**src/shared/abx_pkg.sv**
```systemverilog
// Package for the add and bit-operation execute unit.
// Assumes an 8-bit datapath with a 7-bit file address and one core clock.
package abx_pkg;
	localparam int DATA_W = 8;
	localparam int ADDR_W = 7;
	localparam int BITSEL_W = 3;
	localparam int HALF_BIT = 4;
	localparam logic [7:0] ZERO_BYTE = 8'h00;
	localparam logic [7:0] W_RESET = 8'h00;
	localparam logic DEST_W = 1'h0;
	localparam logic DEST_FILE = 1'h1;

	typedef enum logic [3:0] {
		ABX_NONE,
		ABX_ADD_IMMEDIATE,
		ABX_ADD_REGISTER,
		ABX_AND_IMMEDIATE,
		ABX_AND_REGISTER,
		ABX_BIT_CLEAR,
		ABX_BIT_SET,
		ABX_SKIP_IF_ONE,
		ABX_SKIP_IF_ZERO
	} abx_op_type;

	typedef struct packed {
		abx_op_type op;
		logic [7:0] literal;
		logic [6:0] addr;
		logic dest;
		logic [2:0] bit_sel;
		logic is_port;
	} abx_cmd_type;

	typedef struct packed {
		logic carry;
		logic half_carry;
		logic zero;
	} abx_flags_type;

	typedef struct packed {
		logic write;
		logic [6:0] addr;
		logic [7:0] data;
	} abx_fwrite_type;
endpackage : abx_pkg

```
**src/verilog/abx_execute.sv**
```systemverilog
// Execute unit for immediate and register add/AND, bit clear/set and bit-test skip.
// Assumes the sequencer gives one command per instruction cycle with its file operand
// already read; port operands arrive as pin levels, not latch contents.
// Summary of operation
// - Add immediate to working, flags C DC Z
// - Add working and file, flags C DC Z
// - AND immediate into working, zero flag only
// - AND working with file, zero only
// - Destination bit zero working, one file
// - Bit clear, other bits and flags kept
// - Bit set, other bits and flags kept
// - Skip next when tested bit one
// - Skip next when tested bit zero
// - Bit tests leave all flags alone
// - Port read-modify-write uses pin levels
module abx_execute (
	input wire logic CLOCK,
	input wire logic NRST,
	input wire logic CMD_VALID,
	input wire abx_pkg::abx_cmd_type CMD,
	input wire logic [7:0] FILE_DATA,
	input wire logic [7:0] PIN_DATA,
	output logic [7:0] WORK,
	output abx_pkg::abx_flags_type FLAGS,
	output abx_pkg::abx_fwrite_type FILE_WRITE,
	output logic SKIP_NEXT,
	output logic EXEC_NOP
);
	// Whether the next valid command is to be thrown away
	typedef enum logic {
		SEQ_RUN,
		SEQ_DISCARD
	} abx_seq_type;

	// Registers and their next values
	abx_seq_type seq_state;
	abx_seq_type next_seq_state;
	logic [7:0] work;
	logic [7:0] next_work;
	logic carry_flag;
	logic half_flag;
	logic zero_flag;
	abx_pkg::abx_fwrite_type fwrite;
	abx_pkg::abx_fwrite_type next_fwrite;
	logic skip_flag;
	logic nop_slot;
	logic [7:0] pin_meta;
	logic [7:0] pin_sync;

	// Decode and datapath nets
	wire logic run;
	wire logic discard;
	wire logic op_add_imm;
	wire logic op_add_reg;
	wire logic op_and_imm;
	wire logic op_and_reg;
	wire logic op_bit_clear;
	wire logic op_bit_set;
	wire logic op_skip_one;
	wire logic op_skip_zero;
	wire logic is_add;
	wire logic is_and;
	wire logic is_imm;
	wire logic is_reg;
	wire logic is_bitop;
	wire logic is_test;

	wire logic to_file;
	wire logic to_work;
	wire logic arith_run;
	wire logic arith_to_work;
	wire logic arith_to_file;
	wire logic load_zero;
	wire logic load_carry;
	wire logic bit_write;

	wire logic [7:0] operand;
	wire logic [7:0] alu_b;
	wire logic [7:0] alu_result;
	wire logic alu_carry;
	wire logic alu_half;
	wire logic alu_zero;
	wire logic [7:0] bit_mask;
	wire logic [7:0] set_result;
	wire logic [7:0] clear_result;
	wire logic [7:0] bit_result;

	wire logic tested_bit;
	wire logic test_one_hit;
	wire logic test_zero_hit;
	wire logic skip_hit;
	wire logic next_carry;
	wire logic next_half;
	wire logic next_zero;
	wire logic next_skip;
	wire logic next_nop_slot;

	// Pins are asynchronous to the core clock; two stages before any use
	always_ff @(posedge CLOCK) begin
		if (!NRST) begin
			pin_meta <= abx_pkg::ZERO_BYTE;
		end else begin
			pin_meta <= PIN_DATA;
		end
	end

	always_ff @(posedge CLOCK) begin
		if (!NRST) begin
			pin_sync <= abx_pkg::ZERO_BYTE;
		end else begin
			pin_sync <= pin_meta;
		end
	end

	// Command decode
	assign op_add_imm = (CMD.op == abx_pkg::ABX_ADD_IMMEDIATE);
	assign op_add_reg = (CMD.op == abx_pkg::ABX_ADD_REGISTER);
	assign op_and_imm = (CMD.op == abx_pkg::ABX_AND_IMMEDIATE);
	assign op_and_reg = (CMD.op == abx_pkg::ABX_AND_REGISTER);
	assign op_bit_clear = (CMD.op == abx_pkg::ABX_BIT_CLEAR);
	assign op_bit_set = (CMD.op == abx_pkg::ABX_BIT_SET);
	assign op_skip_one = (CMD.op == abx_pkg::ABX_SKIP_IF_ONE);
	assign op_skip_zero = (CMD.op == abx_pkg::ABX_SKIP_IF_ZERO);

	assign is_add = op_add_imm || op_add_reg;
	assign is_and = op_and_imm || op_and_reg;
	assign is_imm = op_add_imm || op_and_imm;
	assign is_reg = op_add_reg || op_and_reg;
	assign is_bitop = op_bit_clear || op_bit_set;
	assign is_test = op_skip_one || op_skip_zero;

	// A command landing in a skipped slot is discarded and becomes a no-op
	assign discard = CMD_VALID && (seq_state == SEQ_DISCARD);
	assign run = CMD_VALID && (seq_state == SEQ_RUN);

	// Ports read pins so an input driven low writes back low
	assign operand = CMD.is_port ? pin_sync : FILE_DATA;
	assign alu_b = is_imm ? CMD.literal : operand;

	// Immediate forms always target the working register; dest is ignored
	assign to_file = is_reg && (CMD.dest == abx_pkg::DEST_FILE);
	assign to_work = !to_file;
	assign arith_run = run && (is_add || is_and);
	assign arith_to_work = arith_run && to_work;
	assign arith_to_file = arith_run && to_file;
	assign load_zero = arith_run;
	assign load_carry = run && is_add;

	// One mask bit per position of the byte
	for (genvar i = 0; i < 8; i++) begin : g_bit
		localparam logic [2:0] POS = 3'(i);
		assign bit_mask[i] = (CMD.bit_sel == POS);
		assign set_result[i] = operand[i] || bit_mask[i];
		assign clear_result[i] = operand[i] && !bit_mask[i];
	end
	assign bit_result = op_bit_set ? set_result : clear_result;
	assign bit_write = run && is_bitop;

	// Bit tests read the same operand as the bit edits
	assign tested_bit = operand[CMD.bit_sel];
	assign test_one_hit = op_skip_one && tested_bit;
	assign test_zero_hit = op_skip_zero && !tested_bit;
	assign skip_hit = run && is_test && (test_one_hit || test_zero_hit);

	// Shared adder and AND for all four arithmetic forms
	abx_alu #(
		.WIDTH(abx_pkg::DATA_W)
	) abx_alu_inst (
		.a(work),
		.b(alu_b),
		.do_and(is_and),
		.result(alu_result),
		.carry(alu_carry),
		.half_carry(alu_half),
		.zero(alu_zero)
	);

	// Skip state holds across idle cycles until a valid command arrives
	always_comb begin
		next_seq_state = seq_state;
		unique case (seq_state)
			SEQ_RUN: begin
				if (skip_hit) begin
					next_seq_state = SEQ_DISCARD;
				end
			end
			SEQ_DISCARD: begin
				if (CMD_VALID) begin
					next_seq_state = SEQ_RUN;
				end
			end
		endcase
	end

	// Skip and no-op flags
	assign next_skip = (next_seq_state == SEQ_DISCARD);
	assign next_nop_slot = discard;

	always_comb begin
		next_work = work;
		if (arith_to_work) begin
			next_work = alu_result;
		end
	end

	// AND keeps carry and half-carry; bit ops and tests touch no flag
	assign next_carry = load_carry ? alu_carry : carry_flag;
	assign next_half = load_carry ? alu_half : half_flag;
	assign next_zero = load_zero ? alu_zero : zero_flag;

	// One-cycle write pulse; the address simply follows the command
	always_comb begin
		next_fwrite = '0;
		next_fwrite.addr = CMD.addr;
		if (arith_to_file) begin
			next_fwrite.write = 1'h1;
			next_fwrite.data = alu_result;
		end else if (bit_write) begin
			next_fwrite.write = 1'h1;
			next_fwrite.data = bit_result;
		end
	end

	// State registers
	always_ff @(posedge CLOCK) begin
		if (!NRST) begin
			seq_state <= SEQ_RUN;
		end else begin
			seq_state <= next_seq_state;
		end
	end

	always_ff @(posedge CLOCK) begin
		if (!NRST) begin
			work <= abx_pkg::W_RESET;
		end else begin
			work <= next_work;
		end
	end

	always_ff @(posedge CLOCK) begin
		if (!NRST) begin
			carry_flag <= 1'h0;
		end else begin
			carry_flag <= next_carry;
		end
	end

	always_ff @(posedge CLOCK) begin
		if (!NRST) begin
			half_flag <= 1'h0;
		end else begin
			half_flag <= next_half;
		end
	end

	always_ff @(posedge CLOCK) begin
		if (!NRST) begin
			zero_flag <= 1'h0;
		end else begin
			zero_flag <= next_zero;
		end
	end

	always_ff @(posedge CLOCK) begin
		if (!NRST) begin
			skip_flag <= 1'h0;
		end else begin
			skip_flag <= next_skip;
		end
	end

	always_ff @(posedge CLOCK) begin
		if (!NRST) begin
			fwrite <= '0;
		end else begin
			fwrite <= next_fwrite;
		end
	end

	always_ff @(posedge CLOCK) begin
		if (!NRST) begin
			nop_slot <= 1'h0;
		end else begin
			nop_slot <= next_nop_slot;
		end
	end

	// Every output comes straight from a register
	assign WORK = work;
	assign FLAGS = '{carry: carry_flag, half_carry: half_flag, zero: zero_flag};
	assign FILE_WRITE = fwrite;
	assign SKIP_NEXT = skip_flag;
	assign EXEC_NOP = nop_slot;
endmodule : abx_execute

```
**src/verilog/abx_alu.sv**
```systemverilog
// Combinational add and AND of two bytes with flag generation.
// Assumes operands are stable within the cycle; no state is held here.
module abx_alu #(
	parameter int WIDTH = 8
) (
	input wire logic [WIDTH-1:0] a,
	input wire logic [WIDTH-1:0] b,
	input wire logic do_and,
	output logic [WIDTH-1:0] result,
	output logic carry,
	output logic half_carry,
	output logic zero
);
	wire logic [WIDTH:0] sum;
	wire logic [abx_pkg::HALF_BIT:0] low_sum;

	assign sum = {1'h0, a} + {1'h0, b};
	assign low_sum = {1'h0, a[abx_pkg::HALF_BIT-1:0]} + {1'h0, b[abx_pkg::HALF_BIT-1:0]};
	assign result = do_and ? (a & b) : sum[WIDTH-1:0];
	assign carry = sum[WIDTH];
	assign half_carry = low_sum[abx_pkg::HALF_BIT];
	assign zero = (result == '0);
endmodule : abx_alu

```
**config.mk**
```make
export PLATFORM = sky130hd
export DESIGN_NAME = abx_execute
export DESIGN_NICKNAME = d
export VERILOG_FILES = /design/src/shared/abx_pkg.sv /design/src/verilog/abx_execute.sv /design/src/verilog/abx_alu.sv
export SDC_FILE = /design/constraint.sdc
export NUM_CORES = 1
export LEC_CHECK = 0
export BUFFER_PORTS_ARGS = -buffer_cell sky130_fd_sc_hd__buf_4
export CORE_MARGIN = 10
export CORE_UTILIZATION = 35
export DETAILED_ROUTE_END_ITERATION = 7
export GPL_ROUTABILITY_DRIVEN = 0
export PLACE_DENSITY = 0.64
export SETUP_SLACK_MARGIN = 0.3
export SYNTH_ARGS = -nofsm -noshare
export SYNTH_HDL_FRONTEND = slang
export SYNTH_HIERARCHICAL = 1
export SYNTH_SLANG_ARGS = --single-unit
```
**constraint.sdc**
```tcl
create_clock -name CLOCK -period 8.2 [get_ports CLOCK]
set_input_delay 0.41 -clock CLOCK [delete_from_list [all_inputs] [get_ports CLOCK]]
set_output_delay 0.41 -clock CLOCK [all_outputs]
set_load 0.02 [all_outputs]
```
==> run metrics, run 1 <==
area added between synthesis and finish 26.39%; top cells by count, synth dfxtp_1 (45), nor2_1 (34), and2_1 (24); Inserted Diodes 0; Total Neg Setup Slack 0 ns; CP Capture Type flip-flop; worst hold path class in2reg; Slew HR 56.19%; Final Hold Slack 0.3151 ns; clk_lat worst skew 0.29 ns; share of layout cells above drive strength 1 34.13%; final setup violation count 0; placed inst area 3084 µm²; largest net degree at the start of global routing 28; Tmin final 3.091 ns; CTS max path bufs 2; Fmax 0.3235 GHz; Global Route met2 Usage 17.88%; status complete, no violations; clk root buf clkbuf_8; GRT overflow 0; CP Launch Type input pin; top-area cell type share of the netlist area 35.71%; kind of critical path in2reg; Pleak 0.001456 µW; Reg clk slew, reported paths 0.09 ns; switching part of the total power 26.36%; Final Hold Violating Endpoints 0; met1 usage 14.80%; period utilisation layout 37.70%; Detailed Route WL 6560 µm; final instance area 3188 µm²; antenna violations before repair 0; DRT antenna net count 0; Final nets 386; Setup Buffers After CTS 0; port bufs 71; Post-synth EDFFs 0; Synth Warn # 6; die footprint 11,000 µm²; hold_buf cts 0; clock buffers created by TritonCTS 5; Seq cells post-synth 45; Sink Count 45; sequential fraction of design power 46.0%; first-pass GRT wire length 10,500 µm; 1st-pass router iterations 4; drt initial violations 82; post-synthesis net count 322; IO Pins 72; Netlist cell types 56; vias in the first global route 2,114; Async S/R FF share, synth 0%; DR vias 2,149; hpwl dp 5204 µm; Sw Pwr 131.3 µW; count leader, synth dfxtp_1; clock power share 32.4%; global routing's busiest layer met2; M3 GR Usage 3.870%; worst clock skew 0.009262 ns; Starting Density 36.52%; mapped cell area 2522 µm²; Area contributors post-synth dfxtp_1 (36%), mux2_2 (7.6%), and2_1 (6.0%), mux2i_1 (5.2%), nor2_1 (5.1%); H-tree depth 2; Via-to-Cell Ratio 4.998; Critical Path Fanout Max 8; Post-Syn Instances 270; sequential fraction of the synthesis area 35.71%; Comb power frac 21.6%; Worst-Margin Slew 0.6535 ns; Die W 104.9 µm; maxcap violations 0; data arrival time of the worst path 3.32 ns; total global-route track usage 11.48%; mean post-synth cell area 9.342 µm²; # DRC 0; Critical Path RT 8.43 ns; CTS tree built; PwrDens 156.2 nW/µm²; core box area 6907 µm²; internal power 366.8 µW; die height 104.9 µm; row count 30; max-slew violations 0; top cell type by total area after synthesis dfxtp_1; WL/cell 15.26 µm; PostCTS Resize Cnt 0; peak supply drop 0.08790 mV; RSZ-0062 raised after global routing no; flop2flop setup slack 5.53 ns; main flop type after synthesis dfxtp_1
## registers in the layout, indices dropped and copies added (netlist names)
name,count
SKIP_NEXT,1
half_flag,1
pin_meta,8
carry_flag,1
pin_sync,8
EXEC_NOP,1
zero_flag,1
FILE_WRITE,16
WORK,8
## per-stage QoR
step / power (µW) / std cells / setup slack, ns / util (%)
3_3_place_gp: 340.5 / 423 / 4.912 / 44.66
5_1_grt: 524.4 / 430 / 4.908 / 46.16
3_5_place_dp: 341.8 / 423 / 4.827 / 44.66
6_report: 498.1 / 430 / 5.109 / 46.16
2_1_floorplan: 304.5 / 270 / 5.243 / -
4_1_cts: 505.1 / 430 / 5.143 / 46.16
## critical path: stages
cell and delay [ns]:
buf_4 0.13, inv_1 0.08, nor3_2 0.57, mux2_2 0.41, ha_1 0.34, a21o_2 0.25
a31oi_2 0.25, inv_2 0.07, mux2i_1 0.17, o22ai_1 0.17, nor4_2 0.29, mux2i_1 0.10
nor2_1 0.08
## area by class of cell
type	instances	area [µm²]
clock buffers	5	68.82
clock inverters	2	35.03
fillers	720	3719
inverters	7	26.28
multi-input cells	203	1496
flip-flops and latches	45	900.9
well taps	96	120.1
repair buffers	72	540.5
## layer usage
metal	vias to the layer above	part of all wire [%]
li1	1091	-
met1	989	47
met2	63	45
met3	6	6.4
met4	0	0.87
met5	-	0
## cell families (layout without fill, tap and decap cells)
group | after synthesis | count (layout) | synth area share [%]
buffers and inverters | 22 | 86 | 4.960
XOR/XNOR | 5 | 5 | 1.736
AO/OA/AOI/OAI | 53 | 53 | 15.23
adder cells (fa/ha/maj) | 9 | 9 | 4.464
AND/OR/NAND/NOR | 105 | 105 | 24.26
flip-flops | 45 | 45 | 35.71
multiplexers | 31 | 31 | 13.64
## power groups by stage
stage | Clock [µW] | Sequential [µW] | Combinational [µW]
final | 162 | 229 | 108
after global routing | 177 | 230 | 117
after floorplan | 0 | 239 | 65.8
after detailed placement | 0 | 234 | 108
after global placement | 0 | 234 | 106
after CTS | 168 | 229 | 108
## final timing paths
check / start / cells after the start / to
worst max-delay path: CMD[20] / 13 / zero_flag
worst min-delay path: CMD_VALID / 2 / SKIP_NEXT
worst max register to register: pin_sync[1] / 11 / zero_flag
worst min register to register: pin_meta[2] / 1 / pin_sync[2]
## cells in the final DEF, fill, tap and decap left out, drive strengths merged, types with 2 or more instances in the layout
cell,n
o21ai,5
nand2,7
buf,72
or2,2
xnor2,2
a211oi,2
ha,9
mux2i,13
nor3,3
o2111ai,2
and2,24
dfxtp,45
nor4b,4
a21o,5
a22oi,10
o211ai,2
clkbuf,5
o21a,3
nor2,34
inv,7
and3b,3
nand4,2
and3,2
nand2b,4
nand3,2
nor3b,7
mux2,17
a21oi,14
nor2b,4
nor4,2
xor2,3
Power figures use the tool's default switching activity.
==> run 2, diff against run 1 <==
--- a/config.mk
+++ b/config.mk
@@ -5,12 +5,13 @@
 export SDC_FILE = /design/constraint.sdc
 export NUM_CORES = 1
 export LEC_CHECK = 0
+export ABC_AREA = 1
 export BUFFER_PORTS_ARGS = -buffer_cell sky130_fd_sc_hd__buf_4
 export CORE_MARGIN = 10
 export CORE_UTILIZATION = 35
 export DETAILED_ROUTE_END_ITERATION = 7
 export GPL_ROUTABILITY_DRIVEN = 0
-export PLACE_DENSITY = 0.64
+export PLACE_DENSITY = 0.66
 export SETUP_SLACK_MARGIN = 0.3
 export SYNTH_ARGS = -nofsm -noshare
 export SYNTH_HDL_FRONTEND = slang
==> constraint.sdc (replaced) <==
create_clock -name CLOCK -period 2.6 [get_ports CLOCK]
set_input_delay 0.13 -clock CLOCK [delete_from_list [all_inputs] [get_ports CLOCK]]
set_output_delay 0.13 -clock CLOCK [all_outputs]
set_load 0.02 [all_outputs]
==> run 2 against run 1 <==
Against the previous run:
- total power grew to 3.4 times the previous value
- area after synthesis rose by 1.1%
- clock power increased to 3.5 times the previous value
- wire length increased by 11%
- global-route usage increased by 2.0 points
- synthesized cell count grew 46%
- combinational power increased to 3.7 times the previous value
- non-clock buffer count increased by 13
- critical path depth up 1
- clock skew is 0.0041 ns lower
==> run metrics, run 2 <==
kind of critical path reg2reg; RSZ-0062 raised after global routing no; Fmax 0.4883 GHz; Async S/R FF share, synth 0% (unchanged); Slew HR 71.69% (+15 points); worst hold start PIN_DATA[6]; Hold Path Stages 3 (+1); largest net degree at the start of global routing 37 (+32%); GRT overflow 0 (unchanged); Multi-input gate area 1310 µm² (-12%); vias in the first global route 2,663 (+26%); Pleak 0.001875 µW (+29%); post-synthesis net count 445 (+38%); max FFs per register 16 (unchanged); commonest non-fill, non-tap cell in the layout nand2_1; worst setup path start pin_sync[6]; R2R depth 14 (+3); count leader, synth nand2_1; critical path's slowest cell ha_1; worst hold path class in2reg; fill count 726 (+0.83%); Synth Warn # 6 (unchanged); antenna violations before repair 0 (unchanged); mapped cell area 2551 µm² (+1.1%); maxcap violations 0 (unchanged); Setup WS pre-CTS 0.2841 ns (-4.543 ns); Total Neg Setup Slack 0 ns (unchanged); Seq cells post-synth 45 (unchanged); worst clock skew 0.005191 ns (-0.004071 ns); CP dominant cell by count nand2_1; H-tree depth 2 (unchanged); Final Hold Slack 0.007512 ns (-0.3076 ns); Post-Syn Instances 393 (+46%); mean post-synth cell area 6.492 µm² (-31%); most frequent cells in the layout nand2_1 (111), buf_4 (72), inv_1 (61); 1st-pass router iterations 4 (unchanged); share of layout cells above drive strength 1 25.26% (-8.9 points); total global-route track usage 13.47% (+2.0 points); Reg clk slew, reported paths 0.09 ns (about the same); WL/cell 12.72 µm (-17%); port bufs 71 (unchanged); DR vias 2,610 (+21%); final instance area 3401 µm² (+6.7%); core box area 7176 µm² (+3.9%); first-pass GRT wire length 12,520 µm (+19%); Die W 105.4 µm (+0.46%); status complete, no violations; DRT antenna net count 0 (unchanged); Critical Path Fanout Max 5 (-3); Final WS setup 0.5522 ns (-4.556 ns); CP Launch Type flip-flop; row count 31 (+3.3%); top cell type by total area after synthesis dfxtp_1; worst reg2reg path startpoint pin_sync[6]; Area contributors post-synth dfxtp_1 (35%), nand2_1 (16%), inv_1 (9.0%), nor2_1 (5.6%), o21ai_0 (5.1%); drt initial violations 162 (+98%); Detailed Route WL 7304 µm (+11%); Total Power 1701 µW (+240%); data arrival time of the worst path 2.26 ns (-1.06 ns); period utilisation layout 78.76%; crit path cell chain nand2_1 -> nand2_1 -> mux2_2 -> ha_1 -> nand2_1 -> inv_1 -> a21oi_1 -> nand2_1 -> nand2_1 -> nand3_1 -> nand2_1 -> inv_1 -> o21ai_0 -> nor2_1; Starting Density 35.55% (-0.97 points); Critical Path RT 2.81 ns (-5.62 ns); crit-path max cell delay 0.34 ns (-0.23 ns); CP Capture Type flip-flop; Setup Buffers After CTS 0 (unchanged); IO Pins 72 (unchanged); Sequential Area 900.9 µm² (unchanged); main flop type after synthesis dfxtp_1; Via-to-Cell Ratio 4.547 (-9.0%); clk_lat worst skew 0.31 ns (+0.02 ns); CTS max path bufs 2 (unchanged); clk root buf clkbuf_8; PwrDens 500.2 nW/µm² (+220%); final setup violation count 0 (unchanged); # DRC 0 (unchanged); clock buffers created by TritonCTS 5 (unchanged); die height 105.4 µm (+0.46%); hpwl dp 5683 µm (+9.2%); Worst-Margin Slew 0.4202 ns (-0.2334 ns); top-area cell type share of the netlist area 35.31% (-0.40 points); top cells by count, synth nand2_1 (111), inv_1 (61), dfxtp_1 (45); Final Hold Violating Endpoints 0 (unchanged); peak supply drop 0.2282 mV (+160%); area added between synthesis and finish 33.30%; Final nets 526 (+36%); placed inst area 3154 µm² (+2.3%); sequential fraction of the synthesis area 35.31% (-0.40 points); Post-synth EDFFs 0 (unchanged); Sink Count 45 (unchanged); CTS tree built; Inserted Diodes 0 (unchanged); Netlist cell types 28 (-50%); Tmin final 2.048 ns; max-slew violations 0 (unchanged); die footprint 11,100 µm² (+0.92%)
==> run 2: cell types whose count changed after synthesis, sizes merged, moves of 15 or more <==
cell	change
o21ai	+23
nand3	+24
and2	-24
nand2	+119
mux2	-15
inv	+65
==> run 2: layout make-up <==
cell class              count  share of cell area [%]
clock buffers               5                   2.024
clock inverters             3                   1.398
inverters                  73                   8.205
multi-input cells         264                   38.52
flip-flops and latches     45                   26.49
well taps                  99                   3.642
repair buffers             85                   19.72
==> run 2: where the power goes <==
part	internal, µW	switching, µW
Combinational	165	237
Clock	294	271
Sequential	719	14.5
==> run 2: final timing paths <==
kind	to	slack, ns
worst max-delay path	WORK[7]	0.55
worst min-delay path	pin_meta[6]	0.008
worst max register to register	WORK[7]	0.55
worst min register to register	pin_sync[0]	0.42
==> run 2: critical path, delay by kind of cell (launching register included) <==
kind                       cells  cell delay (ns)
and+or+nand+nor                8             0.58
adders and majority gates      1             0.34
AOI/OAI and AO/OA              2             0.33
DFF                            1             0.31
muxes                          1             0.29
buffers and inverters          2             0.11
==> run 2: cell families (layout without fill, tap and decap cells) <==
| logic type | after synthesis | in the layout | synth area share, % |
|---|---|---|---|
| AOI/OAI and AO/OA | 53 | 53 | 11.23 |
| adders and majority gates | 9 | 9 | 4.414 |
| buffers and inverters | 84 | 166 | 13.34 |
| DFF | 45 | 45 | 35.31 |
| muxes | 2 | 2 | 0.8827 |
| and+or+nand+nor | 200 | 200 | 34.82 |
==> run 2: through the flow <==
stage | utilization (%) | instances
global placement | 43.96 | 553
global route | 47.39 | 574
finish | 47.39 | 574
floorplan | - | 393
detailed placement | 43.96 | 553
CTS | 47.39 | 574
==> run 2: per-layer routing <==
metal / part of all wire (%) / routed length (µm) / vias to the layer above / GRT usage [%]
met4: 1.2 / 90 / 0 / 4.020
li1: - / - / 1371 / -
met1: 46 / 3376 / 1125 / 16.67
met5: 0 / 0 / - / 0
met2: 43 / 3173 / 104 / 21.64
met3: 9.1 / 664 / 10 / 4.507
==> run 2: timing repair <==
action                                  in CTS  in global routing
endpoints found under the setup margin       0                  4
hold buffers                                13                  0
resized for setup                            0                  3
endpoints found under the hold margin       13                  0
